<file path="config.mk">
export PLATFORM = sky130hd
export DESIGN_NAME = cdt_transmitter
export DESIGN_NICKNAME = d
export VERILOG_FILES = /design/src/logic/cdt_pkg.sv /design/src/logic/cdt_transmitter.sv
export VERILOG_INCLUDE_DIRS = /design/src /design/src/logic
export SDC_FILE = /design/constraint.sdc
export NUM_CORES = 1
export LEC_CHECK = 0
export ABC_AREA = 1
export BUFFER_PORTS_ARGS = -buffer_cell sky130_fd_sc_hd__buf_4
export CAP_MARGIN = 20
export CORE_UTILIZATION = 30
export CTS_CLUSTER_DIAMETER = 80
export DETAILED_ROUTE_END_ITERATION = 7
export HOLD_SLACK_MARGIN = 0.05
export PLACE_DENSITY = 0.49
export SLEW_MARGIN = 10
export SYNTH_ARGS = -nofsm -noshare
export SYNTH_HDL_FRONTEND = slang
export SYNTH_SLANG_ARGS = --single-unit
export TNS_END_PERCENT = 50
</file>
<file path="constraint.sdc">
create_clock -name i_clk -period 5.4 [get_ports i_clk]
set_input_delay 0.27 -clock i_clk [delete_from_list [all_inputs] [get_ports i_clk]]
set_output_delay 0.27 -clock i_clk [all_outputs]
set_load 0.005 [all_outputs]
</file>
<file path="src/logic/cdt_map.svh">
// register map, reset values and timing constants of the clock-data transmitter
//
// Behaviour
// - idle: clock and data outputs both held high.
// - clock output is an active-low strobe, one low pulse marks each bit.
// - data output inverted: one drives low, zero drives high.
// - default bit period about 1 ms: three 330 us thirds, inactive, low, inactive.
// - phase durations replaceable from the format tag timing registers.
// - digit is 4 value bits LSB first plus odd-parity bit.
// - values 11 start, 13 separator, 15 stop; 10, 12, 14 unused.
// - format bit 7 zero selects magstripe framing, decimal content only.
// - magstripe translation bits 3-2 code 00 drops nibbles above 9.
// - code 01 replaces each nibble above 9 by one separator.
// - code 10 sends every nibble as two decimal digits 00 to 15.
// - code 11 sends above-9 nibble as separator then value minus ten.
// - magstripe frame starts with 16 zero bits.
// - then start sentinel, translated content, stop sentinel.
// - after stop: check digit, XOR of zeros, start sentinel, content.
// - magstripe frame ends with 16 zero bits.
// - format bit 7 one selects raw: nibbles 0 to 15 sent unchanged.
// - raw frames carry no zeros, sentinels or check digit.
// - LED inputs active low, high or open means off.
// - LED inputs steer LEDs only when external control is configured.
`ifndef CDT_MAP_SVH
`define CDT_MAP_SVH

`define CDT_ADDR_W 8
`define CDT_OFS_CTRL 8'h00
`define CDT_OFS_STATUS 8'h04
`define CDT_OFS_FORMAT 8'h08
`define CDT_OFS_T_PRE 8'h0c
`define CDT_OFS_T_LOW 8'h10
`define CDT_OFS_T_POST 8'h14
`define CDT_OFS_LED_CFG 8'h18
`define CDT_OFS_DATA 8'h1c

`define CDT_CTRL_START 0
`define CDT_CTRL_CLEAR 1
`define CDT_FMT_RAW 7
`define CDT_FMT_XL_HI 3
`define CDT_FMT_XL_LO 2
`define CDT_LED_EXT 0
`define CDT_LED_RED 1
`define CDT_LED_GRN 2
`define CDT_STAT_COUNT_LO 8

`define CDT_FORMAT_RST 8'h00
`define CDT_LED_CFG_RST 3'h0

`define CDT_CLK_MHZ 50
`define CDT_PHASE_US 330
`define CDT_PHASE_CYC (`CDT_PHASE_US * `CDT_CLK_MHZ)
`define CDT_ZERO_RUN 16

`define CDT_DIG_START 4'hb
`define CDT_DIG_SEP 4'hd
`define CDT_DIG_STOP 4'hf
`define CDT_DIG_TEN 4'ha

`endif

</file>
<file path="src/logic/cdt_pkg.sv">
// types of the clock-data transmitter
package cdt_pkg;

  typedef enum logic [2:0] {
    SEQ_IDLE = 3'b000,
    SEQ_LEAD = 3'b001,
    SEQ_START = 3'b010,
    SEQ_BODY = 3'b011,
    SEQ_STOP = 3'b100,
    SEQ_LRC = 3'b101,
    SEQ_TRAIL = 3'b110,
    SEQ_END = 3'b111
  } cdt_seq_e;

  typedef enum logic [2:0] {
    PH_IDLE = 3'b000,
    PH_LOAD = 3'b001,
    PH_PRE = 3'b010,
    PH_LOW = 3'b011,
    PH_POST = 3'b100
  } cdt_phase_e;

  typedef enum logic [1:0] {
    XL_DROP = 2'b00,
    XL_SEP = 2'b01,
    XL_TWO = 2'b10,
    XL_SEP_REM = 2'b11
  } cdt_xlate_e;

endpackage

</file>
<file path="src/logic/cdt_transmitter.sv">
// clock-data frame transmitter with nibble buffer, register port and LED steering
//
// Strobed register access and the address map were left to the implementer.
`timescale 1ns/100ps
`include "cdt_map.svh"

module cdt_transmitter #(
  parameter int P_DEPTH = 32,
  parameter int P_TW = 16,
  parameter logic [15:0] P_PHASE_CYC = 16'(`CDT_PHASE_CYC)
) (
  // clock and reset
  input wire logic i_clk,
  input wire logic i_resetn,
  // register port
  input wire logic [`CDT_ADDR_W-1:0] i_addr,
  input wire logic [31:0] i_wdata,
  input wire logic i_wr,
  input wire logic i_rd,
  output logic [31:0] o_rdata,
  // link pins
  output logic o_dc_clk,
  output logic o_dc_data,
  // led pins
  input wire logic i_led_red_n,
  input wire logic i_led_green_n,
  output logic o_led_red,
  output logic o_led_green
);

  localparam int P_CW = $clog2(P_DEPTH + 1);
  localparam logic [4:0] P_RUN = 5'(`CDT_ZERO_RUN);
  localparam logic [4:0] P_DIG = 5'h05;

  // odd parity digit, value bits lsb first, parity last
  function automatic logic [4:0] digit_bits(input logic [3:0] v);
    digit_bits = {~(^v), v};
  endfunction

  function automatic logic [P_TW-1:0] load_cnt(input logic [P_TW-1:0] t);
    load_cnt = (t == '0) ? '0 : t - P_TW'(1);
  endfunction

  // append decode, shared by the buffer and its count; refused while busy or full
  function automatic logic push_hit(input logic wr, input logic [`CDT_ADDR_W-1:0] a, input logic held,
                                    input logic [P_CW-1:0] n);
    push_hit = wr && (a == `CDT_OFS_DATA) && !held && (n != P_CW'(P_DEPTH));
  endfunction

  logic [3:0] mem_q [P_DEPTH];
  logic [P_CW-1:0] count_q;
  logic [P_CW-1:0] rd_ptr_q;
  logic [7:0] format_q;
  logic [P_TW-1:0] t_pre_q;
  logic [P_TW-1:0] t_low_q;
  logic [P_TW-1:0] t_post_q;
  logic [2:0] led_cfg_q;
  logic [P_TW-1:0] cnt_q;
  logic [4:0] shift_q;
  logic [4:0] left_q;
  logic [3:0] lrc_q;
  logic half_q;
  cdt_pkg::cdt_seq_e seq_q;
  cdt_pkg::cdt_phase_e ph_q;
  logic [1:0] red_sync_q;
  logic [1:0] grn_sync_q;

  logic busy;
  logic raw_mode;
  cdt_pkg::cdt_xlate_e xl_mode;
  logic wr_ctrl;
  logic start_req;
  logic cnt_done;
  logic [3:0] nib;
  logic big;

  assign busy = (ph_q != cdt_pkg::PH_IDLE);
  assign raw_mode = format_q[`CDT_FMT_RAW];
  assign xl_mode = cdt_pkg::cdt_xlate_e'(format_q[`CDT_FMT_XL_HI:`CDT_FMT_XL_LO]);
  assign wr_ctrl = i_wr && (i_addr == `CDT_OFS_CTRL);
  assign start_req = wr_ctrl && i_wdata[`CDT_CTRL_START] && !busy;
  assign cnt_done = (cnt_q == '0);
  // index wraps on a full buffer, but rd_ptr == count_q ends the body first
  assign nib = mem_q[rd_ptr_q[$clog2(P_DEPTH)-1:0]];
  assign big = (nib > 4'h9);

  // next symbol chosen in the load slot, while the clock sits high
  logic emit;
  logic emit_zeros;
  logic [3:0] emit_val;
  logic adv;
  logic half_d;
  logic lrc_acc;
  cdt_pkg::cdt_seq_e seq_d;

  always_comb begin
    emit = 1'b0;
    emit_zeros = 1'b0;
    emit_val = 4'h0;
    adv = 1'b0;
    half_d = half_q;
    lrc_acc = 1'b0;
    seq_d = seq_q;
    case (seq_q)
      cdt_pkg::SEQ_LEAD: begin
        emit = 1'b1;
        emit_zeros = 1'b1;
        seq_d = cdt_pkg::SEQ_START;
      end
      cdt_pkg::SEQ_START: begin
        emit = 1'b1;
        emit_val = `CDT_DIG_START;
        lrc_acc = 1'b1;
        seq_d = cdt_pkg::SEQ_BODY;
      end
      cdt_pkg::SEQ_BODY: begin
        if (rd_ptr_q == count_q) begin
          seq_d = raw_mode ? cdt_pkg::SEQ_END : cdt_pkg::SEQ_STOP;
        end else if (raw_mode) begin
          emit = 1'b1;
          emit_val = nib;
          adv = 1'b1;
        end else begin
          lrc_acc = 1'b1;
          case (xl_mode)
            cdt_pkg::XL_DROP: begin
              emit = !big;
              emit_val = nib;
              adv = 1'b1;
            end
            cdt_pkg::XL_SEP: begin
              emit = 1'b1;
              emit_val = big ? `CDT_DIG_SEP : nib;
              adv = 1'b1;
            end
            cdt_pkg::XL_TWO: begin
              emit = 1'b1;
              if (!half_q) begin
                emit_val = big ? 4'h1 : 4'h0;
                half_d = 1'b1;
              end else begin
                emit_val = big ? nib - `CDT_DIG_TEN : nib;
                half_d = 1'b0;
                adv = 1'b1;
              end
            end
            cdt_pkg::XL_SEP_REM: begin
              emit = 1'b1;
              if (big && !half_q) begin
                emit_val = `CDT_DIG_SEP;
                half_d = 1'b1;
              end else begin
                emit_val = big ? nib - `CDT_DIG_TEN : nib;
                half_d = 1'b0;
                adv = 1'b1;
              end
            end
            default: begin
              adv = 1'b1;
            end
          endcase
        end
      end
      cdt_pkg::SEQ_STOP: begin
        emit = 1'b1;
        emit_val = `CDT_DIG_STOP;
        seq_d = cdt_pkg::SEQ_LRC;
      end
      cdt_pkg::SEQ_LRC: begin
        emit = 1'b1;
        emit_val = lrc_q;
        seq_d = cdt_pkg::SEQ_TRAIL;
      end
      cdt_pkg::SEQ_TRAIL: begin
        emit = 1'b1;
        emit_zeros = 1'b1;
        seq_d = cdt_pkg::SEQ_END;
      end
      default: begin
        seq_d = cdt_pkg::SEQ_IDLE;
      end
    endcase
  end

  // nibble buffer; appends and clears are refused during a frame
  always_ff @(posedge i_clk) begin
    if (push_hit(i_wr, i_addr, busy, count_q)) begin
      mem_q[count_q[$clog2(P_DEPTH)-1:0]] <= i_wdata[3:0];
    end
  end

  always_ff @(posedge i_clk) begin
    if (!i_resetn) begin
      count_q <= '0;
    end else if (!busy && wr_ctrl && i_wdata[`CDT_CTRL_CLEAR]) begin
      count_q <= '0;
    end else if (push_hit(i_wr, i_addr, busy, count_q)) begin
      count_q <= count_q + P_CW'(1);
    end
  end

  // configuration registers
  // timing writes act at once, even inside a frame; no shadow copy is kept
  always_ff @(posedge i_clk) begin
    if (!i_resetn) begin
      format_q <= `CDT_FORMAT_RST;
      t_pre_q <= P_TW'(P_PHASE_CYC);
      t_low_q <= P_TW'(P_PHASE_CYC);
      t_post_q <= P_TW'(P_PHASE_CYC);
      led_cfg_q <= `CDT_LED_CFG_RST;
    end else if (i_wr) begin
      case (i_addr)
        `CDT_OFS_FORMAT: format_q <= i_wdata[7:0];
        `CDT_OFS_T_PRE: t_pre_q <= i_wdata[P_TW-1:0];
        `CDT_OFS_T_LOW: t_low_q <= i_wdata[P_TW-1:0];
        `CDT_OFS_T_POST: t_post_q <= i_wdata[P_TW-1:0];
        `CDT_OFS_LED_CFG: led_cfg_q <= i_wdata[2:0];
        default: begin
        end
      endcase
    end
  end

  // read data valid only in the cycle after the strobe
  always_ff @(posedge i_clk) begin
    if (!i_resetn) begin
      o_rdata <= '0;
    end else if (i_rd) begin
      // status: buffer count from bit 8 upward, busy in bit 0
      case (i_addr)
        `CDT_OFS_STATUS: o_rdata <= 32'({count_q, 7'h00, busy});
        `CDT_OFS_FORMAT: o_rdata <= {24'h000000, format_q};
        `CDT_OFS_T_PRE: o_rdata <= 32'(t_pre_q);
        `CDT_OFS_T_LOW: o_rdata <= 32'(t_low_q);
        `CDT_OFS_T_POST: o_rdata <= 32'(t_post_q);
        `CDT_OFS_LED_CFG: o_rdata <= {29'h00000000, led_cfg_q};
        default: o_rdata <= '0;
      endcase
    end else begin
      o_rdata <= '0;
    end
  end

  // frame sequencer
  always_ff @(posedge i_clk) begin
    if (!i_resetn) begin
      seq_q <= cdt_pkg::SEQ_IDLE;
      rd_ptr_q <= '0;
      half_q <= 1'b0;
      lrc_q <= 4'h0;
    end else if (start_req) begin
      seq_q <= raw_mode ? cdt_pkg::SEQ_BODY : cdt_pkg::SEQ_LEAD;
      rd_ptr_q <= '0;
      half_q <= 1'b0;
      lrc_q <= 4'h0; // leading zeros add nothing to the check
    end else if (ph_q == cdt_pkg::PH_LOAD) begin
      seq_q <= seq_d;
      half_q <= half_d;
      if (adv) begin
        rd_ptr_q <= rd_ptr_q + P_CW'(1);
      end
      // stop sentinel and check digit never fold into the check
      if (emit && lrc_acc) begin
        lrc_q <= lrc_q ^ emit_val;
      end
    end
  end

  // bit timing: load, inactive third, low third, inactive third
  always_ff @(posedge i_clk) begin
    if (!i_resetn) begin
      ph_q <= cdt_pkg::PH_IDLE;
      cnt_q <= '0;
      shift_q <= 5'h00;
      left_q <= 5'h00;
    end else begin
      case (ph_q)
        cdt_pkg::PH_IDLE: begin
          shift_q <= 5'h00;
          if (start_req) begin
            ph_q <= cdt_pkg::PH_LOAD;
          end
        end
        cdt_pkg::PH_LOAD: begin
          // finished or empty raw frame returns to idle with no pulse;
          // a dropped nibble keeps the clock high one more load cycle
          if (seq_q == cdt_pkg::SEQ_END || seq_q == cdt_pkg::SEQ_IDLE) begin
            ph_q <= cdt_pkg::PH_IDLE;
            shift_q <= 5'h00;
          end else if (emit) begin
            shift_q <= emit_zeros ? 5'h00 : digit_bits(emit_val);
            left_q <= emit_zeros ? P_RUN : P_DIG;
            cnt_q <= load_cnt(t_pre_q);
            ph_q <= cdt_pkg::PH_PRE;
          end
        end
        cdt_pkg::PH_PRE: begin
          if (cnt_done) begin
            cnt_q <= load_cnt(t_low_q);
            ph_q <= cdt_pkg::PH_LOW;
          end else begin
            cnt_q <= cnt_q - P_TW'(1);
          end
        end
        cdt_pkg::PH_LOW: begin
          if (cnt_done) begin
            cnt_q <= load_cnt(t_post_q);
            ph_q <= cdt_pkg::PH_POST;
          end else begin
            cnt_q <= cnt_q - P_TW'(1);
          end
        end
        cdt_pkg::PH_POST: begin
          if (!cnt_done) begin
            cnt_q <= cnt_q - P_TW'(1);
          end else if (left_q > 5'h01) begin
            shift_q <= {1'b0, shift_q[4:1]};
            left_q <= left_q - 5'h01;
            cnt_q <= load_cnt(t_pre_q);
            ph_q <= cdt_pkg::PH_PRE;
          end else begin
            // last bit of the symbol: fetch the next one
            ph_q <= cdt_pkg::PH_LOAD;
          end
        end
        default: begin
          ph_q <= cdt_pkg::PH_IDLE;
        end
      endcase
    end
  end

  // pins high when idle; clock low only in the middle third
  always_ff @(posedge i_clk) begin
    if (!i_resetn) begin
      o_dc_clk <= 1'b1;
    end else begin
      o_dc_clk <= !(ph_q == cdt_pkg::PH_LOW);
    end
  end

  // data registered like the clock, so both lag the phase equally
  always_ff @(posedge i_clk) begin
    if (!i_resetn) begin
      o_dc_data <= 1'b1;
    end else begin
      o_dc_data <= !(busy && shift_q[0]);
    end
  end

  // led inputs are asynchronous pins
  always_ff @(posedge i_clk) begin
    if (!i_resetn) begin
      red_sync_q <= 2'b11;
      grn_sync_q <= 2'b11;
    end else begin
      red_sync_q <= {red_sync_q[0], i_led_red_n};
      grn_sync_q <= {grn_sync_q[0], i_led_green_n};
    end
  end

  always_ff @(posedge i_clk) begin
    if (!i_resetn) begin
      o_led_red <= 1'b0;
      o_led_green <= 1'b0;
    end else if (led_cfg_q[`CDT_LED_EXT]) begin
      o_led_red <= !red_sync_q[1];
      o_led_green <= !grn_sync_q[1];
    end else begin
      o_led_red <= led_cfg_q[`CDT_LED_RED];
      o_led_green <= led_cfg_q[`CDT_LED_GRN];
    end
  end

endmodule // cdt_transmitter

</file>
# Word-level counts from Yosys, hierarchy flattened
# Memory sizes are Yosys's and may differ from the RTL's. A register that Yosys moved wholly into a read port is not among the register bits.
# Cells that the tools add are included.
# totals
input_bits	46
mem_bits_rw	128
n_memories	1
word_cells	193
reg_bits	148
# memory_table
name	depth	width	read_ports	rd_clocked_by_memory_dff	wr	line	rtl
mem_q	32	4	1	1	1	cdt_transmitter.sv:50	logic [3:0] mem_q [P_DEPTH];
# op_classes
n_addsub	8
muxes	69
order_cmp	2
reduce_logical	54
bitwise_logic	5
eq_ne	33
# ops
cell	n
$mux 16	9
$pmux 16 s6	1
$logic_not 16->1	4
$pmux 16 s4	1
$sub 16x1->16 const B	4
$mux 5	12
$eq 8x5->1 const B	4
$pmux 4 s4	2
$mux 3	9
$mux 4	6
$pmux 3 s6	1
$reduce_and 2->1	9
$mux 1	17
$eq 8x4->1 const B	2
$eq 3x3->1 const B	5
$pmux 3 s5	1
$pmux 5 s3	1
$reduce_and 5->1	3
$ne 2x2->1 const B	7
$add 6x1->6 const B	2
$eq 3x2->1 const B	4
$logic_and 1x1->1	11
$pmux 5 s2	1
$eq 8x3->1 const B	1
other kinds (29)	54

# Longest topological paths before layout
# depth
depth_word	13
depth_mapped	23
ltp_nobuf	22

# Worst setup path before layout
# Ideal clock, no wire load.
# synth_timing
kind	register -> register
startpoint	register with a tool-made name
endpoint	register shift_q[4]
setup_ns	0.134
path_stages_with_launch	23
slack_ns	2.999
arrival_time_ns	2.267
required_time_ns	5.266
period_less_slack_ns	2.401
path_cell_list	dfxtp_1 buf_6 buf_6 nand2_1 nand3_1 nand3_1 nand2_1 nand2_1 nand3_1 nand2_2 nand2_4 nand2_2 ha_1 nor3_1 a311oi_1 nand2_1 nand2_1 nand2_1 nand3_1 nand2_1 nand3_1 nand3_1 a21oi_1
# synth_rtl
element	line	rtl
to (signal assigned)	cdt_transmitter.sv:291	shift_q <= emit_zeros ? 5'h00 : digit_bits(emit_val);
to (signal assigned)	cdt_transmitter.sv:317	shift_q <= {1'b0, shift_q[4:1]};
to (decl)	cdt_transmitter.sv:59	logic [4:0] shift_q;

==> run_results.csv <==
group,metric,value,unit
layout,layout-drive-gt1-share,8.87,%
layout,syn_to_final_growth,15.3,%
yosys,ys_seq_elements,265,
placement,place_ws,1.83,ns
critical_path,critPathBufInv,2,
yosys,synth_most_common_cell,"nand2_1",
yosys,synthSimpleGateAreaFrac,24.9,%
drt,ant_nets,0,
timing,finalHoldViolations,0,
critical_path,cp_num_cells,22,
critical_path,worst_r2r_path_depth,22,
yosys,synthMuxAreaShare,0,%
timing,period_share,66.7,%
clock_network,htree_num_levels,1,
clock_network,clkSinkCount,265,
placement,hpwl,29300,um
yosys,yosys-top-cells-area,"edfxtp_1, dfxtp_1, nand2_1",
critical_path,worstPathRequired,5.82,ns
critical_path,critPathMaxFanout,46,
yosys,synthCells,1672,
clock_network,cts_setup_buffers,0,
global_route,grt_use_total,18.3,%
layout,utilization,35.1,%
timing,rsz0062_at_grt,"no",
clock_network,clock_latency,0.60,ns
timing,skew,0.0410,ns
critical_path,cp-endpoint,"shift_q[4]",
drt,first_pass_iters,5,
die,die_area,0.0457,sq mm
layout,diodes,0,
critical_path,critical_path.startpoint_type,"register",
timing,finalMaxSlewViolations,0,
global_route,grt_max_degree,65,
drt,wire_per_inst,17.8,um
critical_path,worstPathArrival,4.02,ns
yosys,ys_warn_count,0,
yosys,async_reset_ff_share,0,%
critical_path,cp_slowest_stage_delay,0.62,ns
critical_path,worstSetupEndpointType,"register",
job,maxCapViolCount,0,
die,rows,77,
yosys,synth_area,0.0135,sq mm
die,core_area,0.0442,sq mm
timing,fmax,0.278,GHz
critical_path,reg2reg_slack,1.80,ns
critical_path,worst-setup-path-type,"register to register",
timing,finalSetupViolations,0,
yosys,post_synth_xor_area_fraction,2.02,%
drt,drt-total-wl,41500,um
drt,avgViaCountPerCell,5.00,
die,die_x,214,um
critical_path,crit_top_cell,"nand2_1",
yosys,synth.distinct_cells,48,
timing,slew_headroom,23.1,%
pwr,p_per_area,331,mW/mm^2
clock_network,cts_resized,0,
global_route,grt_pass1_vias,11000,
clock_network,cts_root_buffer,"clkbuf_16",
yosys,ys_seq_area_share,48.9,%
clock_network,cts_buffers,30,
global_route,antenna_found_initial,0,
layout,nNetsFinal,1789,
critical_path,cpMaxStageDelayCell,"inv_2",
global_route,gr-total-overflow,0,
pwr,vdd_ir_drop_max,0.230,mV
drt,drc_errors,0,
timing,setup_tns,0,ns
global_route,grt_pass1_wl,63800,um
hold_path,hold_depth,1,
die,die_h,214,um
clock_network,cts_buffer_depth,3,
clock_network,cts_tree,"done",
drt,drt_iter0_markers,899,
yosys,synth_top_family_by_area,"simple AND/OR/NAND/NOR gates",
status,status,"complete, no violations",
clock_network,clk_pin_slew,0.06,ns
drt,num_vias,11700,
critical_path,cpLargestDelayFamily,"simple AND/OR/NAND/NOR gates",
placement,gp_congestion,0.898,
timing,layout_setup_ws,1.80,ns
timing,layout_min_cycle_time,3.60,ns
timing,worst_slew_pin_slew,1.15,ns
die,start_util,30.4,%
hold_path,hold_path.class,"primary input to register",
yosys,synth_top_cell_by_area,"edfxtp_1",
placement,io_buffer_count,49,
yosys,ys.flop_type,"dfxtp_1",
critical_path,rr_endpoint,"shift_q[4]",
yosys,synth_adder_area_share,1.77,%
timing,hold_ws,0.126,ns
pwr,p_leak,5.93,nW
yosys,synth-edff-count,128,
yosys,netlist.area_leader.share,28.5,%
yosys,ys_top_cells_by_count,"nand2_1, nor2_1, inv_1, nand3_1, dfxtp_1",
yosys,synth_compound_area_share,14.5,%
yosys,syn_avg_cell_area,8.05,sq um
die,io_pins,82,
critical_path,path_cells,"inv_2, buf_4, nand2_1, nand3_1, nand3_1, nand2_1, nand2_1, nand3_1, nand2_2, nand2_4, nand2_2, ha_1, nor3_1, a311oi_1, nand2_1, nand2_1, nand2_1, nand3_1, nand2_1, nand3_1, nand3_1, a21oi_1",
## flip-flops by register name (all words and copies together) (netlist names), 2 cells and up, named ones only
name,cells
t_pre_q,16
t_low_q,16
shift_q,5
rd_ptr_q,6
red_sync_q,2
grn_sync_q,2
t_post_q,16
ph_q,3
cnt_q,16
count_q,6
format_q,8
mem_q,128
o_rdata,16
left_q,5
led_cfg_q,3
lrc_q,4
seq_q,3
## kinds of logic (layout without fill, tap and decap cells)
family | count (synthesis) | after routing
and+or+nand+nor | 782 | 782
AOI/OAI and AO/OA | 331 | 331
DFF | 265 | 265
buffers and inverters | 243 | 303
xor gates and xnor gates | 31 | 31
adders and majority gates | 19 | 19
other | 1 | 16
## report_power, final
group          leakage [nW]  switching, mW  internal (mW)
registers              2.26         0.0386           2.15
clock network         0.535          0.864           1.32
logic                  3.14          0.526          0.247
total                  5.93           1.43           3.72
## placed cells by master, fill, tap and decap left out, types with 3 or more instances in the layout
cell type        n
nand2_1        323
nor2_1         209
inv_1          158
nand3_1        154
dfxtp_1        136
edfxtp_1       128
o21ai_0        121
a21oi_1        113
buf_4           61
nor3_1          38
clkbuf_16       30
xor2_1          29
nand4_1         23
ha_1            19
a211oi_1        17
o22ai_1         16
conb_1          16
a221oi_1        15
dlygate4sd3_1   15
or2_2           11
clkinv_2        11
o221ai_1         9
a31oi_1          9
nor4_1           8
inv_2            7
clkinv_1         7
nand2_2          5
o21a_1           5
nor2_2           5
a311oi_2         5
bufinv_16        5
clkbuf_8         5
o21ai_1          3
o31ai_1          3
o2111ai_1        3
## final cells by class
cell class | instances | area, sq um
clock buffer | 37 | 827
clock inverter | 18 | 239
fill | 4685 | 28700
inverter | 171 | 642
multi-input combinational | 1179 | 5870
sequential | 265 | 6590
tap | 592 | 741
timing repair buffer | 77 | 613
## worst register-to-register path: stages, from the launching register on
cell and delay (ns):
dfxtp_2 0.32, inv_2 0.62, buf_4 0.38, nand2_1 0.07
nand3_1 0.07, nand3_1 0.10, nand2_1 0.09, nand2_1 0.07
nand3_1 0.10, nand2_2 0.11, nand2_4 0.12, nand2_2 0.08
ha_1 0.32, nor3_1 0.20, a311oi_1 0.06, nand2_1 0.08
nand2_1 0.08, nand2_1 0.11, nand3_1 0.08, nand2_1 0.10
nand3_1 0.08, nand3_1 0.09, a21oi_1 0.06
## stage by stage
| stage | power, mW | instances | instance area [sq um] |
|---|---|---|---|
| floorplan | 2.78 | 1687 | 13500 |
| CTS | 5.19 | 2338 | 15500 |
| global placement | 2.98 | 2268 | 14300 |
| detailed placement | 2.99 | 2268 | 14300 |
| finish | 5.14 | 2339 | 15500 |
| global route | 5.37 | 2339 | 15500 |
## timing repair
action                     in CTS  in global routing
hold endpoints to repair       44                  0
hold buffers                   15                  0
setup endpoints to repair       0                  0
## metal layers
metal	vias up	GRT usage [%]	share of wire, %
li1	5794	-	-
met1	5529	25.7	47
met2	313	29.8	46
met3	52	1.85	4.4
met4	0	4.90	2.2
met5	-	0	0
## worst min-delay path by stage
stage,start,end,slack (ns)
global placement,red_sync_q[0],red_sync_q[1],0.40
detailed placement,grn_sync_q[0],grn_sync_q[1],0.40
CTS,i_wdata[0],mem_q[13][0],0.11
finish,i_wdata[0],mem_q[13][0],0.13
global route,i_wdata[0],mem_q[13][0],0.13
floorplan,i_wdata[0],mem_q[0][0],0.37
(Power assumes the default switching activity.)
